<file path="config.mk">
export PLATFORM = sky130hd
export DESIGN_NAME = rcf_top
export DESIGN_NICKNAME = d
export VERILOG_FILES = /design/src/design/rcf_pkg.sv /design/src/design/rcf_sync.sv /design/src/design/rcf_counter.sv /design/src/design/rcf_top.sv
export SDC_FILE = /design/constraint.sdc
export NUM_CORES = 1
export LEC_CHECK = 0
export BUFFER_PORTS_ARGS = -buffer_cell sky130_fd_sc_hd__buf_2
export CORE_UTILIZATION = 47
export CTS_CLUSTER_DIAMETER = 60
export CTS_CLUSTER_SIZE = 10
export DETAILED_ROUTE_END_ITERATION = 7
export GPL_TIMING_DRIVEN = 0
export PLACE_DENSITY = 0.67
export SETUP_SLACK_MARGIN = 0.15
export SLEW_MARGIN = 20
export SYNTH_ARGS = -nofsm -noshare
export SYNTH_HDL_FRONTEND = slang
export SYNTH_HIERARCHICAL = 1
export SYNTH_SLANG_ARGS = --single-unit
</file>
<file path="constraint.sdc">
create_clock -name pclk -period 2.3 [get_ports pclk]
set_input_delay 0.23 -clock pclk [delete_from_list [all_inputs] [get_ports pclk]]
set_output_delay 0.23 -clock pclk [all_outputs]
set_load 0.005 [all_outputs]
</file>
<file path="src/design/rcf_pkg.sv">
// Constants, codes and state type of the reset-cause flag logic
package rcf_pkg;

  // ****************************************
  // Register map and fields
  // ****************************************
  localparam logic [7:0] OFS_FLAGS    = 8'h00;
  localparam logic [7:0] OFS_STATUS   = 8'h04;
  localparam logic [7:0] OFS_PINSEL   = 8'h08;
  localparam logic [7:0] OFS_VSEL     = 8'h0c;
  localparam logic [7:0] OFS_IRQ_ST   = 8'h10;
  localparam logic [7:0] OFS_IRQ_MASK = 8'h14;
  localparam logic [7:0] OFS_WDT_KICK = 8'h18;

  localparam int FLAG_CTRL = 3;
  localparam int FLAG_LOW  = 2;
  localparam int FLAG_VSEL = 1;
  localparam int FLAG_WCFG = 0;
  localparam int ST_TO     = 0;
  localparam int ST_PD     = 1;
  localparam int ST_SLEEP  = 2;

  localparam logic [3:0] FLAGS_POR = 4'h0;
  localparam logic [3:0] IRQ_POR   = 4'h0;

  // ****************************************
  // Select codes
  // ****************************************
  localparam logic [7:0] PINSEL_IO  = 8'h55;
  localparam logic [7:0] PINSEL_PIN = 8'haa;
  localparam logic [7:0] PINSEL_POR = 8'h55;
  localparam logic [7:0] VSEL_A     = 8'h55;
  localparam logic [7:0] VSEL_B     = 8'h33;
  localparam logic [7:0] VSEL_C     = 8'h99;
  localparam logic [7:0] VSEL_D     = 8'haa;
  localparam logic [7:0] VSEL_POR   = 8'h55;

  // ****************************************
  // Timing
  // ****************************************
  localparam int CLK_NS       = 25;
  localparam int SRESET_NS    = 500;
  localparam int LVR_QUAL_NS  = 1000;
  localparam int SRESET_CYCLES = (SRESET_NS + CLK_NS - 1) / CLK_NS;
  localparam logic [7:0] SRESET_LOAD = 8'(SRESET_CYCLES - 1);
  localparam logic [7:0] LVR_QUAL_CYCLES = 8'((LVR_QUAL_NS + CLK_NS - 1) / CLK_NS);
  localparam int TB_LIMIT  = 16;
  localparam int WDT_LIMIT = 256;

  typedef enum logic [2:0] {
    ST_RUN   = 3'b001,
    ST_DELAY = 3'b010,
    ST_APPLY = 3'b100
  } rcf_state_type;

endpackage

</file>
<file path="src/design/rcf_sync.sv">
// Two-stage synchroniser for an input from outside the clock domain
`timescale 1ns/1ps
module rcf_sync #(
  parameter logic RST_VAL = 1'b0
) (
  input  wire logic pclk,
  input  wire logic presetn,
  input  wire logic async_in,
  output logic      sync_out
);
  logic stage1;

  always_ff @(posedge pclk or negedge presetn) begin
    if (!presetn) begin
      stage1   <= RST_VAL;
      sync_out <= RST_VAL;
    end else begin
      stage1   <= async_in;
      sync_out <= stage1;
    end
  end
endmodule

</file>
<file path="src/design/rcf_counter.sv">
// Wrapping counter with clear and enable, pulses when it wraps
`timescale 1ns/1ps
module rcf_counter #(
  parameter int LIMIT = 16,
  parameter int W     = 8
) (
  input  wire logic pclk,
  input  wire logic presetn,
  input  wire logic clear,
  input  wire logic enable,
  output logic      hit
);
  localparam logic [W-1:0] LAST = W'(LIMIT - 1);
  logic [W-1:0] count;
  logic [W-1:0] next_count;
  logic         next_hit;

  always_comb begin
    next_count = count;
    next_hit   = 1'b0;
    if (clear) begin
      next_count = '0;
    end else if (enable) begin
      if (count == LAST) begin
        next_count = '0;
        next_hit   = 1'b1;
      end else begin
        next_count = count + 1'b1;
      end
    end
  end

  always_ff @(posedge pclk or negedge presetn) begin
    if (!presetn) begin
      count <= '0;
      hit   <= 1'b0;
    end else begin
      count <= next_count;
      hit   <= next_hit;
    end
  end
endmodule

</file>
<file path="src/design/rcf_top.sv">
// Reset-cause flags, reset sequencing and APB register slave
`timescale 1ns/1ps
module rcf_top (
  input  wire logic        pclk,
  input  wire logic        presetn,
  input  wire logic        psel,
  input  wire logic        penable,
  input  wire logic        pwrite,
  input  wire logic [7:0]  paddr,
  input  wire logic [31:0] pwdata,
  output logic [31:0]      prdata,
  output logic             pready,
  output logic             pslverr,
  input  wire logic        ext_reset_pin_n,
  input  wire logic        low_supply_detect,
  input  wire logic        sleep_mode,
  output logic             irq,
  output logic             core_reset,
  output logic             pc_clear,
  output logic             sp_clear,
  output logic             sp_top_load,
  output logic             int_disable,
  output logic             timers_off,
  output logic             port_init
);

  // ****************************************
  // Input synchronisers and counters
  // ****************************************
  logic pin_n_s;
  logic low_s;
  logic tb_tick;
  logic wdt_hit;
  logic wdt_clear;
  logic tb_clear;

  rcf_sync #(.RST_VAL(1'b1)) u_pin_sync (
    .pclk     (pclk),
    .presetn  (presetn),
    .async_in (ext_reset_pin_n),
    .sync_out (pin_n_s)
  );

  rcf_sync #(.RST_VAL(1'b0)) u_low_sync (
    .pclk     (pclk),
    .presetn  (presetn),
    .async_in (low_supply_detect),
    .sync_out (low_s)
  );

  rcf_counter #(.LIMIT(rcf_pkg::TB_LIMIT), .W(8)) u_time_base (
    .pclk    (pclk),
    .presetn (presetn),
    .clear   (tb_clear),
    .enable  (1'b1),
    .hit     (tb_tick)
  );

  rcf_counter #(.LIMIT(rcf_pkg::WDT_LIMIT), .W(8)) u_watchdog (
    .pclk    (pclk),
    .presetn (presetn),
    .clear   (wdt_clear),
    .enable  (tb_tick),
    .hit     (wdt_hit)
  );

  // ****************************************
  // State
  // ****************************************
  rcf_pkg::rcf_state_type state, next_state;
  logic [7:0]  dly_cnt, next_dly_cnt;
  logic [7:0]  qual_cnt, next_qual_cnt;
  logic [3:0]  reset_cause_flags, next_flags;
  logic        to_flag, next_to;
  logic        pd_flag, next_pd;
  logic [7:0]  reset_pin_select, next_pinsel;
  logic [7:0]  low_supply_select, next_vsel;
  logic [3:0]  irq_st, next_irq_st;
  logic [3:0]  irq_mask, next_irq_mask;
  logic [31:0] next_prdata;
  logic        next_pready, next_pslverr, next_irq;
  logic        next_core_reset, next_warm, next_init;

  logic setup, wr_en, qual_met, pin_cause, wdt_run, wdt_sleep;
  logic hard_cause, bad_pinsel, bad_vsel, kick;
  logic [3:0] hw_set;

  // ****************************************
  // Cause detection
  // ****************************************
  always_comb begin
    setup      = psel & ~penable;
    wr_en      = psel & penable & pready & pwrite;
    kick       = wr_en & (paddr == rcf_pkg::OFS_WDT_KICK);
    // Detector is off in power-down, so sleep holds the qualifier at zero
    qual_met   = (qual_cnt == rcf_pkg::LVR_QUAL_CYCLES);
    pin_cause  = (reset_pin_select == rcf_pkg::PINSEL_PIN) & ~pin_n_s;
    wdt_run    = wdt_hit & ~sleep_mode;
    wdt_sleep  = wdt_hit & sleep_mode;
    hard_cause = pin_cause | qual_met | wdt_run;
    bad_pinsel = (reset_pin_select != rcf_pkg::PINSEL_IO) &
                 (reset_pin_select != rcf_pkg::PINSEL_PIN);
    bad_vsel   = (low_supply_select != rcf_pkg::VSEL_A) &
                 (low_supply_select != rcf_pkg::VSEL_B) &
                 (low_supply_select != rcf_pkg::VSEL_C) &
                 (low_supply_select != rcf_pkg::VSEL_D);
    next_qual_cnt = 8'h00;
    if (low_s && !sleep_mode) begin
      next_qual_cnt = qual_met ? qual_cnt : qual_cnt + 8'h01;
    end
  end

  // ****************************************
  // Sequencer
  // ****************************************
  always_comb begin
    next_state   = state;
    next_dly_cnt = dly_cnt;
    hw_set       = 4'h0;
    hw_set[rcf_pkg::FLAG_LOW] = qual_met;
    unique case (state)
      rcf_pkg::ST_RUN: begin
        if (hard_cause) begin
          next_state = rcf_pkg::ST_APPLY;
        end else if (bad_pinsel || bad_vsel) begin
          next_state   = rcf_pkg::ST_DELAY;
          next_dly_cnt = rcf_pkg::SRESET_LOAD;
        end
        // Both flags may set together when both codes are bad
        hw_set[rcf_pkg::FLAG_CTRL] = ~hard_cause & bad_pinsel;
        hw_set[rcf_pkg::FLAG_VSEL] = ~hard_cause & bad_vsel;
      end
      rcf_pkg::ST_DELAY: begin
        if (hard_cause || dly_cnt == 8'h00) begin
          next_state = rcf_pkg::ST_APPLY;
        end else begin
          next_dly_cnt = dly_cnt - 8'h01;
        end
      end
      rcf_pkg::ST_APPLY: begin
        // A held pin, a lasting low supply or a fresh time-out keeps the core in reset
        if (!(pin_cause || qual_met || wdt_run)) begin
          next_state = rcf_pkg::ST_RUN;
        end
      end
    endcase
    next_core_reset = (next_state == rcf_pkg::ST_APPLY);
    next_init       = next_core_reset;
    next_warm       = wdt_sleep & (state != rcf_pkg::ST_APPLY);
    wdt_clear       = (state == rcf_pkg::ST_APPLY) | next_warm | kick;
    tb_clear        = (state == rcf_pkg::ST_APPLY);
  end

  // ****************************************
  // Registers and APB slave
  // ****************************************
  always_comb begin
    next_flags    = reset_cause_flags;
    next_to       = to_flag;
    next_pd       = pd_flag;
    next_pinsel   = reset_pin_select;
    next_vsel     = low_supply_select;
    next_irq_mask = irq_mask;
    next_irq_st   = irq_st;
    if (wr_en) begin
      unique case (paddr)
        rcf_pkg::OFS_FLAGS:    next_flags    = pwdata[3:0];
        rcf_pkg::OFS_STATUS: begin
          next_to = to_flag & pwdata[rcf_pkg::ST_TO];
          next_pd = pd_flag & pwdata[rcf_pkg::ST_PD];
        end
        rcf_pkg::OFS_PINSEL:   next_pinsel   = pwdata[7:0];
        rcf_pkg::OFS_VSEL:     next_vsel     = pwdata[7:0];
        rcf_pkg::OFS_IRQ_ST:   next_irq_st   = irq_st & ~pwdata[3:0];
        rcf_pkg::OFS_IRQ_MASK: next_irq_mask = pwdata[3:0];
        default: begin
        end
      endcase
    end
    // Hardware sets win over a clear in the same cycle
    next_flags  = next_flags | hw_set;
    next_irq_st = next_irq_st | {hw_set[3:1], wdt_hit};
    // Pin and low-supply resets leave both status flags alone
    if (wdt_hit) begin
      next_to = 1'b1;
    end
    if (wdt_sleep) begin
      next_pd = 1'b1;
    end
    if (state == rcf_pkg::ST_APPLY) begin
      // Restored only on leaving, otherwise a held pin would cut its own reset short
      if (next_state == rcf_pkg::ST_RUN) begin
        next_pinsel = rcf_pkg::PINSEL_POR;
      end
      if (bad_vsel) begin
        next_vsel = rcf_pkg::VSEL_POR;
      end
    end
    next_irq     = |(next_irq_st & next_irq_mask);
    next_pready  = setup;
    next_pslverr = 1'b0;
    next_prdata  = 32'h0000_0000;
    if (setup && !pwrite) begin
      unique case (paddr)
        rcf_pkg::OFS_FLAGS:    next_prdata = {28'h0, reset_cause_flags};
        rcf_pkg::OFS_STATUS:   next_prdata = {29'h0, sleep_mode, pd_flag, to_flag};
        rcf_pkg::OFS_PINSEL:   next_prdata = {24'h0, reset_pin_select};
        rcf_pkg::OFS_VSEL:     next_prdata = {24'h0, low_supply_select};
        rcf_pkg::OFS_IRQ_ST:   next_prdata = {28'h0, irq_st};
        rcf_pkg::OFS_IRQ_MASK: next_prdata = {28'h0, irq_mask};
        rcf_pkg::OFS_WDT_KICK: next_prdata = 32'h0000_0000;
        default:               next_pslverr = 1'b1;
      endcase
    end else if (setup) begin
      next_pslverr = (paddr > rcf_pkg::OFS_WDT_KICK) | (paddr[1:0] != 2'h0);
    end
  end

  always_ff @(posedge pclk or negedge presetn) begin
    if (!presetn) begin
      state             <= rcf_pkg::ST_RUN;
      dly_cnt           <= 8'h00;
      qual_cnt          <= 8'h00;
      reset_cause_flags <= rcf_pkg::FLAGS_POR;
      to_flag           <= 1'b0;
      pd_flag           <= 1'b0;
      reset_pin_select  <= rcf_pkg::PINSEL_POR;
      low_supply_select <= rcf_pkg::VSEL_POR;
      irq_st            <= rcf_pkg::IRQ_POR;
      irq_mask          <= rcf_pkg::IRQ_POR;
      prdata            <= 32'h0000_0000;
      pready            <= 1'b0;
      pslverr           <= 1'b0;
      irq               <= 1'b0;
      core_reset        <= 1'b1;
      pc_clear          <= 1'b1;
      sp_clear          <= 1'b0;
      sp_top_load       <= 1'b1;
      int_disable       <= 1'b1;
      timers_off        <= 1'b1;
      port_init         <= 1'b1;
    end else begin
      state             <= next_state;
      dly_cnt           <= next_dly_cnt;
      qual_cnt          <= next_qual_cnt;
      reset_cause_flags <= next_flags;
      to_flag           <= next_to;
      pd_flag           <= next_pd;
      reset_pin_select  <= next_pinsel;
      low_supply_select <= next_vsel;
      irq_st            <= next_irq_st;
      irq_mask          <= next_irq_mask;
      prdata            <= next_prdata;
      pready            <= next_pready;
      pslverr           <= next_pslverr;
      irq               <= next_irq;
      core_reset        <= next_core_reset;
      pc_clear          <= next_init | next_warm;
      sp_clear          <= next_warm;
      sp_top_load       <= next_init;
      int_disable       <= next_init;
      timers_off        <= next_init;
      port_init         <= next_init;
    end
  end

  // ****************************************
  // Assertions
  // ****************************************
  localparam int SRES_DLY = rcf_pkg::SRESET_CYCLES + 1;
endmodule

</file>
==> After elaboration in Yosys (flattened, before gate mapping) <==
Index checks and enable logic that the tools add are counted.
{ "classes": {"n_addsub": 4, "multipliers": 0, "n_div": 0, "magnitude_cmp": 1, "eq_ne": 26, "shifts": 0, "muxes": 48, "bitwise_logic": 32, "reduce_logical": 22} }
{ "op_table": {"columns": ["operator", "count"], "rows": [
  ["2-to-1 mux 8 bit", 19],
  ["one-hot mux 8 bit (6 select lines)", 1],
  ["adder 8 x 1 -> 8 bit (second input constant)", 3],
  ["equality test 8 x 4 -> 1 bit (second input constant)", 3],
  ["equality test 8 x 5 -> 1 bit (second input constant)", 3],
  ["2-to-1 mux 4 bit", 6],
  ["!= test 8 bit (second input constant)", 3],
  ["AND 1 bit", 17],
  ["equality test 8 bit (second input constant)", 2],
  ["zero test 8 bit", 2],
  ["2-to-1 mux 1 bit", 16],
  ["!= test 8 x 7 -> 1 bit (second input constant)", 2],
  ["one-hot mux 8 bit (2 select lines)", 1],
  ["nonzero test 2 bit", 7],
  ["2-to-1 mux 3 bit", 4],
  ["one-hot mux 3 bit (3 select lines)", 1],
  ["AND 4 bit", 2],
  ["equality test 8 x 3 -> 1 bit (second input constant)", 1],
  ["equality test 8 x 6 -> 1 bit (second input constant)", 1],
  ["greater-than comparator 8 x 5 -> 1 bit (second input constant)", 1],
  ["!= test 2 bit (second input constant)", 4],
  ["!= test 8 x 6 -> 1 bit (second input constant)", 1],
  ["OR 4 bit", 2],
  ["subtractor 8 x 1 -> 8 bit (second input constant)", 1],
  ["other kinds (14)", 30]
]} }
{ "totals": {"reg_bits": 109, "latchBits": 0, "mem_bits_rw": 0, "rom_bits": 0, "in_bits": 48, "wordCells": 158, "mem_count": 0} }

==> Logic depth before layout (Yosys ltp) <==
{ "logic_depth": {"depth_word": 11, "depth_mapped": 7, "ltp_nobuf": 7} }

==> Cells and area by module <==
Netlist, hierarchy kept.
{ "modules_own_cells": {"columns": ["module", "instances", "cells_per_inst", "area_each_um2", "seq_area_each_um2"], "rows": [
  ["rcf_top", 1, 342, 3470.8, 1590.3],
  ["rcf_counter at u_watchdog", 1, 47, 476.7, 225.2],
  ["rcf_counter at u_time_base", 1, 45, 450.4, 225.2],
  ["rcf_sync at u_pin_sync", 1, 2, 52.6, 52.6],
  ["rcf_sync at u_low_sync", 1, 2, 50.0, 50.0]
]} }

==> Worst setup path before layout <==
Ideal clock, no wire load.
{ "synth_path": {"path_kind": "reg-to-reg", "start": "register qual_cnt[0]", "end": "register dly_cnt[7]", "setup_time_ps": 78, "arrival_time_ps": 1830, "t_required_ps": 2222, "setup_slack_ps": 393, "path_stages_with_launch": 8, "n_path_buf": 0, "period_less_slack_ps": 1907, "cell_sequence": "dfrtp_1 inv_1 ha_1 and3b_1 a21oi_2 and4_1 or4b_1 a21oi_1"} }
{ "synth_via": {"elab_chain_len": 6, "elab_cells_between_ends": 7, "classes_between": "eq/ne: 3; bitwise: 2; reduce/logical: 2"} }
{ "synth_rtl": {"columns": ["element", "line", "text"], "rows": [
  ["start: declaration", "rcf_top.sv:72", "logic [7:0] qual_cnt, next_qual_cnt;"],
  ["start signal: assignment", "rcf_top.sv:245", "qual_cnt <= next_qual_cnt;"],
  ["equality test 8 x 6 -> 1 bit *", "rcf_top.sv:96", "qual_met = (qual_cnt == rcf_pkg::LVR_QUAL_CYCLES);"],
  ["OR 1 bit * (2 in series)", "rcf_top.sv:100", "hard_cause = pin_cause | qual_met | wdt_run;"],
  ["logical OR 1 bit", "rcf_top.sv:134", "if (hard_cause || dly_cnt == 8'h00) begin"],
  ["!= test 2 bit (no line)", null, null],
  ["AND reduction 4 bit (no line) *", null, null],
  ["end signal: assignment", "rcf_top.sv:244", "dly_cnt <= next_dly_cnt;"],
  ["end: declaration", "rcf_top.sv:71", "logic [7:0] dly_cnt, next_dly_cnt;"]
]} }
Mark *: on every way between the ends. The rest lies on a longest branch, timed or not.
A chain may end at the register's enable or synchronous reset.

==> Worst setup path after layout <==
Same ends and word-level chain as after synthesis.

==> flow_summary.html <==
<table>
<tr><th>Metric</th><th>Value</th></tr>
<tr><th colspan="2">Run status</th></tr>
<tr><td>Result of the run</td><td>finished, final reports clean</td></tr>
<tr><th colspan="2">STA</th></tr>
<tr><td>Number of pins exceeding their max-slew limit in the final report</td><td>0</td></tr>
<tr><td>Final Critical Period</td><td>2.11 ns</td></tr>
<tr><td>RSZ-0062 raised after global routing</td><td>yes</td></tr>
<tr><td>Slew HR</td><td>52.3%</td></tr>
<tr><td>Actual slew at the worst max-slew pin</td><td>0.710 ns</td></tr>
<tr><td>Total negative setup slack</td><td>0 ns</td></tr>
<tr><td>Worst-case clock skew</td><td>0.00885 ns</td></tr>
<tr><td>Setup slack after layout</td><td>0.193 ns</td></tr>
<tr><td>Final period util</td><td>91.6%</td></tr>
<tr><td>Hold Violations, Final</td><td>0</td></tr>
<tr><td>Fmax</td><td>475 MHz</td></tr>
<tr><td>Total setup violations reported at the end of the flow</td><td>0</td></tr>
<tr><th colspan="2">Final layout</th></tr>
<tr><td>Layout cells sized above 1</td><td>25.8%</td></tr>
<tr><td>Final design area excluding fillers</td><td>0.00544 mm²</td></tr>
<tr><td>Final layout net count</td><td>580</td></tr>
<tr><td>Synthesis-to-layout area growth</td><td>21.0%</td></tr>
<tr><td>Core utilization of the finished layout</td><td>58.9%</td></tr>
<tr><td>Filler Cell Count</td><td>815</td></tr>
<tr><td>Count of antenna diodes in the layout</td><td>0</td></tr>
<tr><th colspan="2">Placed design</th></tr>
<tr><td>Post-Place Setup Slack</td><td>-0.0708 ns</td></tr>
<tr><td>Placement-stage cell area</td><td>0.00501 mm²</td></tr>
<tr><td>GP Congestion</td><td>0.843</td></tr>
<tr><td>Number of buffers inserted by port buffering</td><td>41</td></tr>
<tr><td>HPWL after detailed placement</td><td>6880 µm</td></tr>
<tr><th colspan="2">Drt</th></tr>
<tr><td>Post-route DRC violation count</td><td>0</td></tr>
<tr><td>Vias per std cell</td><td>5.33</td></tr>
<tr><td>Overall routed net length</td><td>9500 µm</td></tr>
<tr><td>Violation count after the first detailed-routing iteration</td><td>147</td></tr>
<tr><td>Detailed-router iteration count before antenna repair</td><td>4</td></tr>
<tr><td>Number of routed nets with antenna violations</td><td>0</td></tr>
<tr><td>Number of vias after detailed routing</td><td>3,520</td></tr>
<tr><td>Avg WL per Cell</td><td>14.4 µm</td></tr>
<tr><th colspan="2">Die</th></tr>
<tr><td>Die Wd</td><td>99.9 µm</td></tr>
<tr><td>Effective utilization at floorplan</td><td>48.7%</td></tr>
<tr><td>Die height</td><td>99.9 µm</td></tr>
<tr><td>Rows</td><td>35</td></tr>
<tr><td>Core box area</td><td>0.00924 mm²</td></tr>
<tr><td>IO Count</td><td>90</td></tr>
<tr><td>Floorplan die area</td><td>0.00997 mm²</td></tr>
<tr><th colspan="2">Global route</th></tr>
<tr><td>Overall global routing resource usage</td><td>20.4%</td></tr>
<tr><td>Global-route wire length before repair</td><td>16,000 µm</td></tr>
<tr><td>Largest net degree at the start of global routing</td><td>53</td></tr>
<tr><td>Via count of the first global-routing pass</td><td>3,411</td></tr>
<tr><td>Total congestion overflow</td><td>0</td></tr>
<tr><td>Number of antenna violations at the first check in global routing</td><td>0</td></tr>
<tr><th colspan="2">Clock tree</th></tr>
<tr><td># clock sinks</td><td>85</td></tr>
<tr><td>Number of CTS-inserted buffers</td><td>9</td></tr>
<tr><td>H-Tree Depth</td><td>3</td></tr>
<tr><td>Clock-pin slew on the worst setup and hold paths</td><td>0.08 ns</td></tr>
<tr><td>Max clock buf depth</td><td>2</td></tr>
<tr><td>Latest clock arrival within the worst-skew pair</td><td>0.35 ns</td></tr>
<tr><td>Clock tree from TritonCTS</td><td>done</td></tr>
<tr><td>Clock root buffer</td><td>clkbuf_8</td></tr>
<tr><th colspan="2">Logic synthesis</th></tr>
<tr><td>Synthesized cell area</td><td>0.00450 mm²</td></tr>
<tr><td>Count of mapped cells out of synthesis</td><td>438</td></tr>
<tr><td>Cell types with the largest area share after synthesis</td><td>dfrtp_1, dfstp_2, buf_4</td></tr>
<tr><td>Post-synthesis async set-or-reset flop share</td><td>100%</td></tr>
<tr><td>Cell with the most instances after synthesis</td><td>dfrtp_1</td></tr>
<tr><td>Avg Inst Size Synth</td><td>10.3 µm²</td></tr>
<tr><td>Yosys reg bits</td><td>85</td></tr>
<tr><td>Post-synth EDFFs</td><td>0</td></tr>
<tr><td>Synth top area share</td><td>40.0%</td></tr>
<tr><td>Top_reg_cell synth</td><td>dfrtp_1</td></tr>
<tr><td>Number of distinct library cell variants in the gate-level netlist after synthesis</td><td>70</td></tr>
<tr><td>Yosys warning count</td><td>6</td></tr>
<tr><td>Commonest cells post-synth</td><td>dfrtp_1, nand2_1, nor2_1</td></tr>
<tr><td>Cell taking the most area after synthesis</td><td>dfrtp_1</td></tr>
<tr><td>Share of the yosys chip area belonging to registers</td><td>47.6%</td></tr>
<tr><th colspan="2">Power and ir drop</th></tr>
<tr><td>Max IR drop VDD</td><td>346 µV</td></tr>
<tr><td>Lkg Pwr</td><td>2.56 nW</td></tr>
<tr><td>Post-layout power</td><td>4.10 mW</td></tr>
<tr><td>PD cells</td><td>754 mW/mm²</td></tr>
<tr><th colspan="2">Flow run</th></tr>
<tr><td>Count of max-cap constraint violations</td><td>0</td></tr>
<tr><th colspan="2">Critical path</th></tr>
<tr><td>Nature of the critical path endpoint</td><td>register</td></tr>
<tr><td>Crit path from</td><td>qual_cnt[0]$_DFFE_PN0P_</td></tr>
<tr><td>WS Path Type</td><td>reg -&gt; reg</td></tr>
<tr><td>WP data arrival</td><td>2.38 ns</td></tr>
<tr><td>Required arrival time at the worst endpoint</td><td>2.58 ns</td></tr>
<tr><td>Worst reg2reg path startpoint</td><td>qual_cnt[0]$_DFFE_PN0P_</td></tr>
<tr><td>Largest fanout on the critical path</td><td>8</td></tr>
<tr><td>Kind of start point of the critical path</td><td>register</td></tr>
<tr><th colspan="2">Hold path</th></tr>
<tr><td>Path type of the worst min-delay path</td><td>in -&gt; reg</td></tr>
<tr><td>Launch instance of the worst min-delay path</td><td>penable</td></tr>
</table>
==> final timing paths <==
kind,endpoint,slack (ns),cells after the start
min in group asynchronous,prdata[3]$_DFF_PN0_,0.37,2
worst max-delay path,dly_cnt[7]$_DFFE_PN0P_,0.19,7
worst min-delay path,pready$_DFF_PN0_,0.09,2
worst min register to register,u_low_sync/sync_out$_DFF_PN0_,0.35,0
max in group asynchronous,u_pin_sync/stage1$_DFF_PN1_,1.27,3
worst max register to register,dly_cnt[7]$_DFFE_PN0P_,0.19,7
==> report_power, final <==
part	switching [mW]	leakage [nW]	internal (mW)	total (mW)
sequential	0.221	1.10	1.69	1.91
clock	0.528	0.136	0.861	1.39
combinational	0.433	1.33	0.375	0.808
==> kinds of logic after synthesis <==
| logic type | Yosys count | share of synthesized area, % |
|---|---|---|
| mux | 26 | 5.92 |
| buf+inv | 43 | 6.06 |
| xor+xnor | 12 | 2.34 |
| simple gates | 186 | 24.6 |
| other cells | 2 | 0.167 |
| fa+ha+maj | 5 | 1.39 |
| flops | 85 | 47.6 |
| compound gates | 79 | 11.9 |
==> final cells by class <==
type	instances	area (µm²)	share of cell area, %
Buffer	35	244	4.48
Timing Repair Buffer	49	295	5.42
Clock inverter	6	134	2.46
Multi-Input combinational cell	339	2300	42.2
Sequential cell	85	2140	39.4
Clock buffer	10	138	2.53
Inverter	8	30.0	0.552
Tap cell	129	161	2.96
==> through the flow <==
step           instances  hold slack [ns]
2_1_floorplan        467          -0.0656
3_3_place_gp         637            0.335
3_5_place_dp         638            0.214
4_1_cts              657           0.0629
5_1_grt              661           0.0918
6_report             661           0.0922
==> placed cells by master, fill, tap and decap left out, types with 10 or more instances in the layout <==
master    instances
nor2_1           37
xor2_1           11
dfstp_2          13
a21oi_1          25
dfrtp_1          71
or3_1            11
clkbuf_8         10
nand3_1          21
buf_4            34
nand2_1          43
conb_1           31
buf_2            42
mux2i_1          21
==> worst max-delay path, cell delays in order, from the launching register on <==
cell and delay, ns:
dfrtp_1 0.39, inv_1 0.09, ha_1 0.20, and3b_1 0.22, a21oi_4 0.28, and4_1 0.26, or4b_1 0.44, a21oi_1 0.15
==> routing by layer <==
layer	part of all wire (%)	global-route usage, %
met1	46	26.5
met2	50	34.6
met3	3.3	3.62
met4	0.67	6.67
met5	0	0
==> flip-flops by register name, indices dropped and copies added (netlist names), 8 cells and up <==
register / count
u_time_base/count: 8
low_supply_select: 8
reset_pin_select: 8
u_watchdog/count: 8
qual_cnt: 8
prdata: 8
dly_cnt: 8
==> what timing repair did <==
action,CTS,global route
pin swaps,0,5
hold buffers,3,0
endpoints found under the setup margin,7,11
buffers inserted,0,4
gates resized for setup,3,16
endpoints found under the hold margin,31,0
Note: power is estimated with default switching activity, not from simulation.
